File: src/cfsl_pkg.sv
// cfsl_pkg: constants, types and register map of the controller fault-status logic.
// assumes: one 100 MHz clock domain; APB slave with 32-bit data.
package cfsl_pkg;
    // ----------------------------------------------------------------
    // register indices (byte address is four times the index)
    // ----------------------------------------------------------------
    localparam logic [7:0] IDX_CTRL = 8'h00;
    localparam logic [7:0] IDX_STATE = 8'h02;
    localparam logic [7:0] IDX_MINOR = 8'h05;
    localparam logic [7:0] IDX_MAJOR = 8'h06;
    localparam logic [7:0] IDX_IRQ_STAT = 8'h08;
    localparam logic [7:0] IDX_IRQ_MASK = 8'h09;
    localparam int IDX_SHIFT = 2;

    // ----------------------------------------------------------------
    // minor-fault word bit positions and masks
    // ----------------------------------------------------------------
    localparam int MB_OVERFLOW = 0;
    localparam int MB_CTRL_REG = 2;
    localparam int MB_FAULT_IN_FAULT = 3;
    localparam int MB_RETAIN_LOST = 8;
    localparam int MB_PTI_OVERRUN = 10;
    localparam int MB_FILTER_ADJ = 13;
    localparam logic [15:0] MINOR_IMPL_MASK = 16'h250D;
    localparam logic [15:0] MINOR_LOW_MASK = 16'h00FF;
    localparam logic [15:0] MINOR_RESET = 16'h0000;

    // ----------------------------------------------------------------
    // control and interrupt bit positions
    // ----------------------------------------------------------------
    localparam int CB_HALT = 0;
    localparam int IB_FAULT = 0;
    localparam int IB_RETAIN = 1;
    localparam int IB_PTI = 2;
    localparam int IB_FILTER = 3;
    localparam int IRQ_W = 4;
    localparam logic [IRQ_W-1:0] IRQ_RESET = 4'h0;
    localparam logic [15:0] MAJOR_RESET = 16'h0000;

    // ----------------------------------------------------------------
    // fault codes, hexadecimal
    // ----------------------------------------------------------------
    localparam logic [15:0] FC_DEFAULT_PROG = 16'h0001;
    localparam logic [15:0] FC_UNEXP_RESET = 16'h0002;
    localparam logic [15:0] FC_NVM_CORRUPT = 16'h0003;
    localparam logic [15:0] FC_RETAIN_LOST = 16'h0005;
    localparam logic [15:0] FC_PGM_DEV = 16'h0008;
    localparam logic [15:0] FC_INT_HW = 16'h0009;
    localparam logic [15:0] FC_MINOR_EOS = 16'h0020;

    // ----------------------------------------------------------------
    // types
    // ----------------------------------------------------------------
    typedef enum logic [1:0] {
        CFSL_NON_USER,
        CFSL_NON_RECOV,
        CFSL_RECOV
    } cfsl_class_t;

    typedef enum logic [1:0] {
        CFSL_RUN,
        CFSL_FAULT_RTN,
        CFSL_HALTED
    } cfsl_mode_t;

    // events and levels from the scan engine, same clock
    typedef struct packed {
        logic [7:0] minor_set;
        logic retain_lost;
        logic pti_expire;
        logic pti_busy;
        logic pti_pending;
        logic filter_adjusted;
        logic first_scan_req;
        logic scan_end;
        logic fault_req;
        logic [15:0] fault_code;
        cfsl_class_t fault_class;
        logic fault_rtn_done;
        logic pu_default_prog;
        logic pu_unexp_reset;
        logic pu_nvm_corrupt;
        logic pu_pgm_dev;
        logic pu_int_hw;
    } cfsl_engine_t;

    // complete state of the block
    typedef struct packed {
        logic [15:0] minor;
        logic [15:0] major;
        logic halt;
        cfsl_class_t cls;
        cfsl_mode_t mode;
        logic run_rtn;
        logic [IRQ_W-1:0] irq_stat;
        logic [IRQ_W-1:0] irq_mask;
        logic [31:0] prdata;
        logic pslverr;
    } cfsl_state_t;
endpackage : cfsl_pkg

File: src/cfsl_top.sv
// cfsl_top: fault-status logic of a programmable controller, APB register slave.
// assumes: scan engine inputs are on pclk; APB master holds requests until pready.
//
// How it works
// - fault during fault routine sets a flag; major code holds that new fault
// - retained-data-lost flag is set each time retained data is lost
// - retained-data-lost flag only clears by a software write
// - first scan request with retained-data-lost set declares a fault first
// - periodic timer expiring while busy and already pending sets overrun flag
// - input-filter-adjusted flag is set when the filter selection is changed
// - declaring a major fault loads its code and sets the halt flag
// - major code word is never cleared by hardware, only overwritten
// - software writing a code then setting halt raises its own major fault
// - fault codes are held and read back in hexadecimal form
// - non-user fault stops the program without running the fault routine
// - non-recoverable user fault runs the routine but stays latched
// - recoverable fault runs the routine; clearing halt before the routine ends resumes operation
// - powerup codes 0001, 0002, 0003 for default program, reset, memory corrupt
// - powerup codes 0008 and 0009 for programming-device and hardware errors
// - low minor bits still set at scan end declare recoverable fault 0020
//
// Chosen here: the APB register port.
`timescale 1ns/1ns
module cfsl_top #(
    parameter int ADDR_W = 8
) (
    input wire logic pclk,
    input wire logic presetn,
    input wire logic psel,
    input wire logic penable,
    input wire logic pwrite,
    input wire logic [ADDR_W-1:0] paddr,
    input wire logic [31:0] pwdata,
    input wire logic [3:0] pstrb,
    output logic [31:0] prdata,
    output logic pready,
    output logic pslverr,
    input wire cfsl_pkg::cfsl_engine_t eng,
    output logic halt,
    output logic program_stop,
    output logic run_fault_routine,
    output logic [15:0] major_code,
    output logic irq
);
    // ----------------------------------------------------------------
    // parameter check
    // ----------------------------------------------------------------
    if (ADDR_W < 6) begin : g_addr_w_check
        $error("cfsl_top: ADDR_W too small for register map");
    end

    cfsl_pkg::cfsl_state_t s_r;
    cfsl_pkg::cfsl_state_t s_nxt;

    // ----------------------------------------------------------------
    // bus decode
    // ----------------------------------------------------------------
    logic setup_ph;
    logic access_wr;
    logic [7:0] idx;
    logic idx_ok;
    logic lo_en;
    logic hi_en;
    logic [15:0] wmask;

    // word index from byte address, strobes make a 16-bit write mask
    assign setup_ph = psel & ~penable;
    assign access_wr = psel & penable & pwrite;
    assign idx = 8'(paddr >> cfsl_pkg::IDX_SHIFT);
    assign lo_en = pstrb[0];
    assign hi_en = pstrb[1];
    assign wmask = {{8{hi_en}}, {8{lo_en}}};
    assign idx_ok = (idx == cfsl_pkg::IDX_CTRL) | (idx == cfsl_pkg::IDX_STATE)
        | (idx == cfsl_pkg::IDX_MINOR) | (idx == cfsl_pkg::IDX_MAJOR)
        | (idx == cfsl_pkg::IDX_IRQ_STAT) | (idx == cfsl_pkg::IDX_IRQ_MASK);

    // ----------------------------------------------------------------
    // next-state logic
    // ----------------------------------------------------------------
    logic wr_minor;
    logic wr_major;
    logic wr_ctrl;
    logic wr_istat;
    logic wr_imask;
    logic sw_halt_set;
    logic sw_halt_clr;
    logic declare;
    logic [15:0] dcode;
    cfsl_pkg::cfsl_class_t dclass;
    logic [15:0] minor_set;
    logic [15:0] minor_clr;
    logic [cfsl_pkg::IRQ_W-1:0] irq_set;
    logic [15:0] major_w;

    always_comb begin
        s_nxt = s_r;
        wr_minor = access_wr & (idx == cfsl_pkg::IDX_MINOR);
        wr_major = access_wr & (idx == cfsl_pkg::IDX_MAJOR);
        wr_ctrl = access_wr & (idx == cfsl_pkg::IDX_CTRL) & lo_en;
        wr_istat = access_wr & (idx == cfsl_pkg::IDX_IRQ_STAT) & lo_en;
        wr_imask = access_wr & (idx == cfsl_pkg::IDX_IRQ_MASK) & lo_en;
        sw_halt_set = wr_ctrl & pwdata[cfsl_pkg::CB_HALT] & ~s_r.halt;
        sw_halt_clr = wr_ctrl & ~pwdata[cfsl_pkg::CB_HALT];
        minor_set = 16'h0000;
        irq_set = cfsl_pkg::IRQ_RESET;
        declare = 1'b0;
        dcode = s_r.major;
        dclass = cfsl_pkg::CFSL_NON_USER;

        // status flag events from the scan engine
        minor_set[cfsl_pkg::MB_OVERFLOW] = eng.minor_set[cfsl_pkg::MB_OVERFLOW];
        minor_set[cfsl_pkg::MB_CTRL_REG] = eng.minor_set[cfsl_pkg::MB_CTRL_REG];
        if (eng.retain_lost) begin
            minor_set[cfsl_pkg::MB_RETAIN_LOST] = 1'b1;
            irq_set[cfsl_pkg::IB_RETAIN] = 1'b1;
        end
        if (eng.pti_expire & eng.pti_busy & eng.pti_pending) begin
            minor_set[cfsl_pkg::MB_PTI_OVERRUN] = 1'b1;
            irq_set[cfsl_pkg::IB_PTI] = 1'b1;
        end
        if (eng.filter_adjusted) begin
            minor_set[cfsl_pkg::MB_FILTER_ADJ] = 1'b1;
            irq_set[cfsl_pkg::IB_FILTER] = 1'b1;
        end

        // fault sources, highest priority last
        if (sw_halt_set) begin
            declare = 1'b1;
            dcode = wr_major ? pwdata[15:0] : s_r.major;
            dclass = cfsl_pkg::CFSL_RECOV;
        end
        if (eng.scan_end & |(s_r.minor & cfsl_pkg::MINOR_LOW_MASK)) begin
            declare = 1'b1;
            dcode = cfsl_pkg::FC_MINOR_EOS;
            dclass = cfsl_pkg::CFSL_RECOV;
        end
        if (eng.first_scan_req & s_r.minor[cfsl_pkg::MB_RETAIN_LOST]) begin
            declare = 1'b1;
            dcode = cfsl_pkg::FC_RETAIN_LOST;
            dclass = cfsl_pkg::CFSL_RECOV;
        end
        if (eng.fault_req) begin
            declare = 1'b1;
            dcode = eng.fault_code;
            dclass = eng.fault_class;
        end
        if (eng.pu_default_prog) begin
            declare = 1'b1;
            dcode = cfsl_pkg::FC_DEFAULT_PROG;
            dclass = cfsl_pkg::CFSL_NON_USER;
        end
        if (eng.pu_unexp_reset) begin
            declare = 1'b1;
            dcode = cfsl_pkg::FC_UNEXP_RESET;
            dclass = cfsl_pkg::CFSL_NON_USER;
        end
        if (eng.pu_nvm_corrupt) begin
            declare = 1'b1;
            dcode = cfsl_pkg::FC_NVM_CORRUPT;
            dclass = cfsl_pkg::CFSL_NON_USER;
        end
        if (eng.pu_pgm_dev) begin
            declare = 1'b1;
            dcode = cfsl_pkg::FC_PGM_DEV;
            dclass = cfsl_pkg::CFSL_NON_USER;
        end
        if (eng.pu_int_hw) begin
            declare = 1'b1;
            dcode = cfsl_pkg::FC_INT_HW;
            dclass = cfsl_pkg::CFSL_NON_USER;
        end
        if (declare & (s_r.mode == cfsl_pkg::CFSL_FAULT_RTN)) begin
            minor_set[cfsl_pkg::MB_FAULT_IN_FAULT] = 1'b1;
        end
        if (declare) begin
            irq_set[cfsl_pkg::IB_FAULT] = 1'b1;
        end

        // minor word: a written zero clears, a set in the same cycle wins
        minor_clr = wr_minor ? (~pwdata[15:0] & wmask) : 16'h0000;
        s_nxt.minor = ((s_r.minor & ~minor_clr) | minor_set)
            & cfsl_pkg::MINOR_IMPL_MASK;

        // major code: software write, hardware load overrides, no clear
        major_w = (pwdata[15:0] & wmask) | (s_r.major & ~wmask);
        if (wr_major) begin
            s_nxt.major = major_w;
        end
        if (declare) begin
            s_nxt.major = dcode;
        end

        // fault sequencing
        s_nxt.run_rtn = 1'b0;
        case (s_r.mode)
            cfsl_pkg::CFSL_RUN: begin
                if (declare) begin
                    s_nxt.halt = 1'b1;
                    s_nxt.cls = dclass;
                    if (dclass == cfsl_pkg::CFSL_NON_USER) begin
                        s_nxt.mode = cfsl_pkg::CFSL_HALTED;
                    end else begin
                        s_nxt.mode = cfsl_pkg::CFSL_FAULT_RTN;
                        s_nxt.run_rtn = 1'b1;
                    end
                end
            end
            cfsl_pkg::CFSL_FAULT_RTN: begin
                if (declare) begin
                    s_nxt.halt = 1'b1;
                    s_nxt.cls = cfsl_pkg::CFSL_NON_USER;
                    s_nxt.mode = cfsl_pkg::CFSL_HALTED;
                end else begin
                    if (sw_halt_clr & (s_r.cls == cfsl_pkg::CFSL_RECOV)) begin
                        s_nxt.halt = 1'b0;
                    end
                    if (eng.fault_rtn_done) begin
                        if (s_nxt.halt) begin
                            s_nxt.mode = cfsl_pkg::CFSL_HALTED;
                        end else begin
                            s_nxt.mode = cfsl_pkg::CFSL_RUN;
                        end
                    end
                end
            end
            cfsl_pkg::CFSL_HALTED: begin
                s_nxt.halt = 1'b1;
            end
            default: begin
                s_nxt.mode = cfsl_pkg::CFSL_HALTED;
            end
        endcase

        // interrupt status: write one to clear, set wins
        if (wr_istat) begin
            s_nxt.irq_stat = s_r.irq_stat & ~pwdata[cfsl_pkg::IRQ_W-1:0];
        end
        s_nxt.irq_stat = s_nxt.irq_stat | irq_set;
        if (wr_imask) begin
            s_nxt.irq_mask = pwdata[cfsl_pkg::IRQ_W-1:0];
        end

        // read data captured in the setup cycle, answered in access
        if (setup_ph) begin
            s_nxt.pslverr = ~idx_ok;
            s_nxt.prdata = 32'h0000_0000;
            case (idx)
                cfsl_pkg::IDX_CTRL: s_nxt.prdata[cfsl_pkg::CB_HALT] = s_r.halt;
                cfsl_pkg::IDX_STATE: s_nxt.prdata[3:0] = {s_r.cls, s_r.mode};
                cfsl_pkg::IDX_MINOR: s_nxt.prdata[15:0] = s_r.minor;
                cfsl_pkg::IDX_MAJOR: s_nxt.prdata[15:0] = s_r.major;
                cfsl_pkg::IDX_IRQ_STAT: s_nxt.prdata[cfsl_pkg::IRQ_W-1:0] = s_r.irq_stat;
                cfsl_pkg::IDX_IRQ_MASK: s_nxt.prdata[cfsl_pkg::IRQ_W-1:0] = s_r.irq_mask;
                default: s_nxt.prdata = 32'h0000_0000;
            endcase
        end
    end

    // ----------------------------------------------------------------
    // state register
    // ----------------------------------------------------------------
    always_ff @(posedge pclk or negedge presetn) begin
        if (!presetn) begin
            s_r.minor <= cfsl_pkg::MINOR_RESET;
            s_r.major <= cfsl_pkg::MAJOR_RESET;
            s_r.halt <= 1'b0;
            s_r.cls <= cfsl_pkg::CFSL_NON_USER;
            s_r.mode <= cfsl_pkg::CFSL_RUN;
            s_r.run_rtn <= 1'b0;
            s_r.irq_stat <= cfsl_pkg::IRQ_RESET;
            s_r.irq_mask <= cfsl_pkg::IRQ_RESET;
            s_r.prdata <= 32'h0000_0000;
            s_r.pslverr <= 1'b0;
        end else begin
            s_r <= s_nxt;
        end
    end

    // ----------------------------------------------------------------
    // outputs
    // ----------------------------------------------------------------
    assign pready = 1'b1; // zero wait states
    assign prdata = s_r.prdata;
    assign pslverr = s_r.pslverr & psel & penable;
    assign halt = s_r.halt;
    assign program_stop = (s_r.mode == cfsl_pkg::CFSL_HALTED);
    assign run_fault_routine = s_r.run_rtn;
    assign major_code = s_r.major;
    assign irq = |(s_r.irq_stat & s_r.irq_mask);
endmodule : cfsl_top

File: config.mk
export PLATFORM = sky130hd
export DESIGN_NAME = cfsl_top
export DESIGN_NICKNAME = d
export VERILOG_FILES = /design/src/cfsl_pkg.sv /design/src/cfsl_top.sv
export SDC_FILE = /design/constraint.sdc
export NUM_CORES = 1
export LEC_CHECK = 0
export ABC_AREA = 1
export BUFFER_PORTS_ARGS = -buffer_cell sky130_fd_sc_hd__buf_2
export CORE_MARGIN = 2
export CORE_UTILIZATION = 44
export DETAILED_ROUTE_END_ITERATION = 8
export GPL_TIMING_DRIVEN = 0
export PLACE_DENSITY_LB_ADDON = 0.08
export SLEW_MARGIN = 20
export SYNTH_ARGS = -nofsm -noshare
export SYNTH_HDL_FRONTEND = slang
export SYNTH_SLANG_ARGS = --single-unit
File: constraint.sdc
create_clock -name pclk -period 1.5 [get_ports pclk]
set_input_delay 0.15 -clock pclk [delete_from_list [all_inputs] [get_ports pclk]]
set_output_delay 0.15 -clock pclk [all_outputs]
set_load 0.02 [all_outputs]
==> results.json <==
{
  "viasPerCell": 4.79,
  "synth_top_area_frac": 0.387,
  "grtUsageTotal": 0.227,
  "drt-pass1-iter-count": 4,
  "row_count": 32,
  "post_dp_cell_area_mm2": 0.00411,
  "comb_power_share": 0.181,
  "setup_viol": 22,
  "worst_slew_pin_slew_ns": 0.704,
  "grt_max_degree": 54,
  "p_sw_frac": 0.289,
  "fin_area_mm2": 0.00449,
  "drv_cap": 0,
  "intPower_mw": 2.06,
  "power.leakage_nw": 2.41,
  "slew_headroom": 0.531,
  "period_needed_ns": 1.68,
  "synth.distinct_cells": 35,
  "synthToLayoutAreaGrowth_pct": 31.2,
  "ys_warn_count": 0,
  "drc": 0,
  "synth_top_area_cell": "dfrtp_1",
  "cp.arrival_ns": 1.91,
  "critPathMaxFanout": 7,
  "timing.fmax_mhz": 596,
  "cts_tree": "yes",
  "violations": "setup timing",
  "pin_count": 143,
  "grt.overflow.total": 0,
  "yosysSeqAreaShare": 0.387,
  "antenna_found_initial": 0,
  "synth_flop_cell": "dfrtp_1",
  "wirelength_mm": 9.49,
  "critPathLaunchType": "flop",
  "power_density_mw_per_mm2": 643,
  "wl_met2_mm": 4.37,
  "die_w_um": 92.2,
  "place.port_buffers": 99,
  "cts_buffer_depth": 2,
  "via_count": 3369,
  "die_y_um": 92.2,
  "yosysMostFrequentCell": "nand2_1",
  "dieArea_mm2": 0.00851,
  "h-tree-depth": 2,
  "synth_area_mm2": 0.00343,
  "fill_cells": 776,
  "synth_area_leaders": "dfrtp_1 (39%), nand2_1 (13%), buf_4 (11%)",
  "first_global_vias": 3144,
  "drive_gt1_frac": 0.379,
  "wl_met3_um": 582,
  "slew_violations": 0,
  "ctsRootBufferMaster": "clkbuf_8",
  "core-area_mm2": 0.00765,
  "path_clk_slew_ns": 0.10,
  "clk-insertion-delay-late_ns": 0.31,
  "rsz0062_at_grt": "yes",
  "synth-edff-count": 0,
  "nets": 694,
  "worst-setup-path-type": "reg -> reg",
  "avgSynthCellArea_um2": 7.43,
  "numCtsBuffers": 5,
  "top_layer": "met4",
  "grt_pass1_wl_mm": 15.4,
  "wl_met1_mm": 4.43,
  "required_ns": 1.73,
  "start_util": 0.448,
  "synth-seq-cells": 53,
  "drtIter0Drc": 180,
  "dp_hpwl_mm": 7.25,
  "n_antenna_cell": 0,
  "async_flop_share": 1.00,
  "ir_drop_uv": 362,
  "synth_common_cells": "nand2_1 (122), dfrtp_1 (53), buf_4 (49)",
  "gp_congestion": 0.829,
  "fin_ws_ns": -0.176,
  "status": "finished with violations",
  "seqPwrFrac": 0.515,
  "p_total_mw": 2.89,
  "switchingPower_mw": 0.834,
  "hold_viol_final": 0,
  "min_period_over_period": 1.12,
  "final_antenna_net_count": 0,
  "postSynthCellCount": 461,
  "fin_worst_skew_ns": 0.00756,
  "hold_path.class": "in -> reg",
  "routedWlPerCell_um": 13.5,
  "p_clk_frac": 0.304,
  "cp-end-kind": "flop",
  "clock-sinks": 53
}
kinds of logic after synthesis:
logic type / count (synthesis) / share of synthesized area
compound gates: 85 / 0.149
other cells: 2 / 0.00219
flops: 53 / 0.387
buf+inv: 114 / 0.189
simple gates: 203 / 0.258
fa+ha+maj: 4 / 0.0146
power by group through the flow:
| stage | Clock (mW) | Sequential, mW | Combinational, mW |
|---|---|---|---|
| CTS | 0.892 | 1.49 | 0.518 |
| finish | 0.878 | 1.49 | 0.524 |
| global placement | 0 | 1.52 | 0.494 |
| global route | 0.953 | 1.49 | 0.574 |
| detailed placement | 0 | 1.52 | 0.498 |
| floorplan | 0 | 1.51 | 0.294 |
stage by stage:
step	util	TNS, ns	cells	hold WS, ns	worst slack [ns]
final	0.588	-2.46	704	0.0268	-0.176
after global routing	0.588	-4.61	704	0.0221	-0.249
after CTS	0.571	-2.64	700	0.0257	-0.154
after detailed placement	0.537	-4.79	677	0.247	-0.229
after global placement	0.537	-4.70	677	0.351	-0.226
after floorplan	-	0	476	-0.146	0.0138
timing repair:
action | in CTS | in global routing
setup endpoints to repair | 22 | 24
endpoints found under the hold margin | 53 | 0
setup buffers | 12 | 4
hold buffers | 1 | 0
gates cloned | 2 | 1
pin swaps | 9 | 17
gates resized for setup | 16 | 31
routing by layer:
metal,global-route usage,up-vias
met5,0,-
met3,0.0345,10
met2,0.372,125
met4,0.0410,0
met1,0.323,1541
li1,-,1693
cell type report:
class                   instances  area [um^2]  area share
plain buffers                  57          432      0.0960
repair inverters                1         6.26     0.00139
inverters                      57          221      0.0493
flip-flops and latches         53         1330       0.295
multi-input cells             310         1620       0.360
repair buffers                116          667       0.148
clock buffers                   6         82.6      0.0184
well taps                     102          128      0.0284
clock inverters                 2         13.8     0.00306
cell usage in the layout, fill, tap and decap left out, types with 11 or more instances in the layout:
cell type,n
buf_6,11
a21oi_1,21
buf_4,58
conb_1,17
o21ai_0,30
inv_1,46
nand3_1,17
buf_2,98
nor2_1,32
o21ai_1,12
nand2_1,114
dfrtp_1,53
worst max-delay path, stage by stage (launching register included):
cell	delay [ns]
dfrtp_1	0.40
nor2_1	0.10
nand2_1	0.06
nand2_2	0.09
inv_2	0.06
nor2_4	0.13
buf_6	0.17
o211ai_4	0.11
o21ai_4	0.09
buf_12	0.14
buf_6	0.09
nor2_1	0.03
a21oi_1	0.13
worst paths after layout:
kind                                        from                     to  slack [ns]  depth (start not counted)
setup / recovery               s_r[63]$_DFF_PN0_                   flop       -0.18                         12
hold / removal                           eng[34]      s_r[65]$_DFF_PN0_        0.03                          2
setup reg to reg               s_r[63]$_DFF_PN0_                   flop       -0.18                         12
hold reg to reg            prdata[5]$_DFFE_PN0P_  prdata[5]$_DFFE_PN0P_        0.49                          2
max in group asynchronous                presetn      s_r[76]$_DFF_PN0_        0.61                          2
min in group asynchronous                presetn  prdata[0]$_DFFE_PN0P_        0.41                          2
Power figures use the tool's default switching activity.
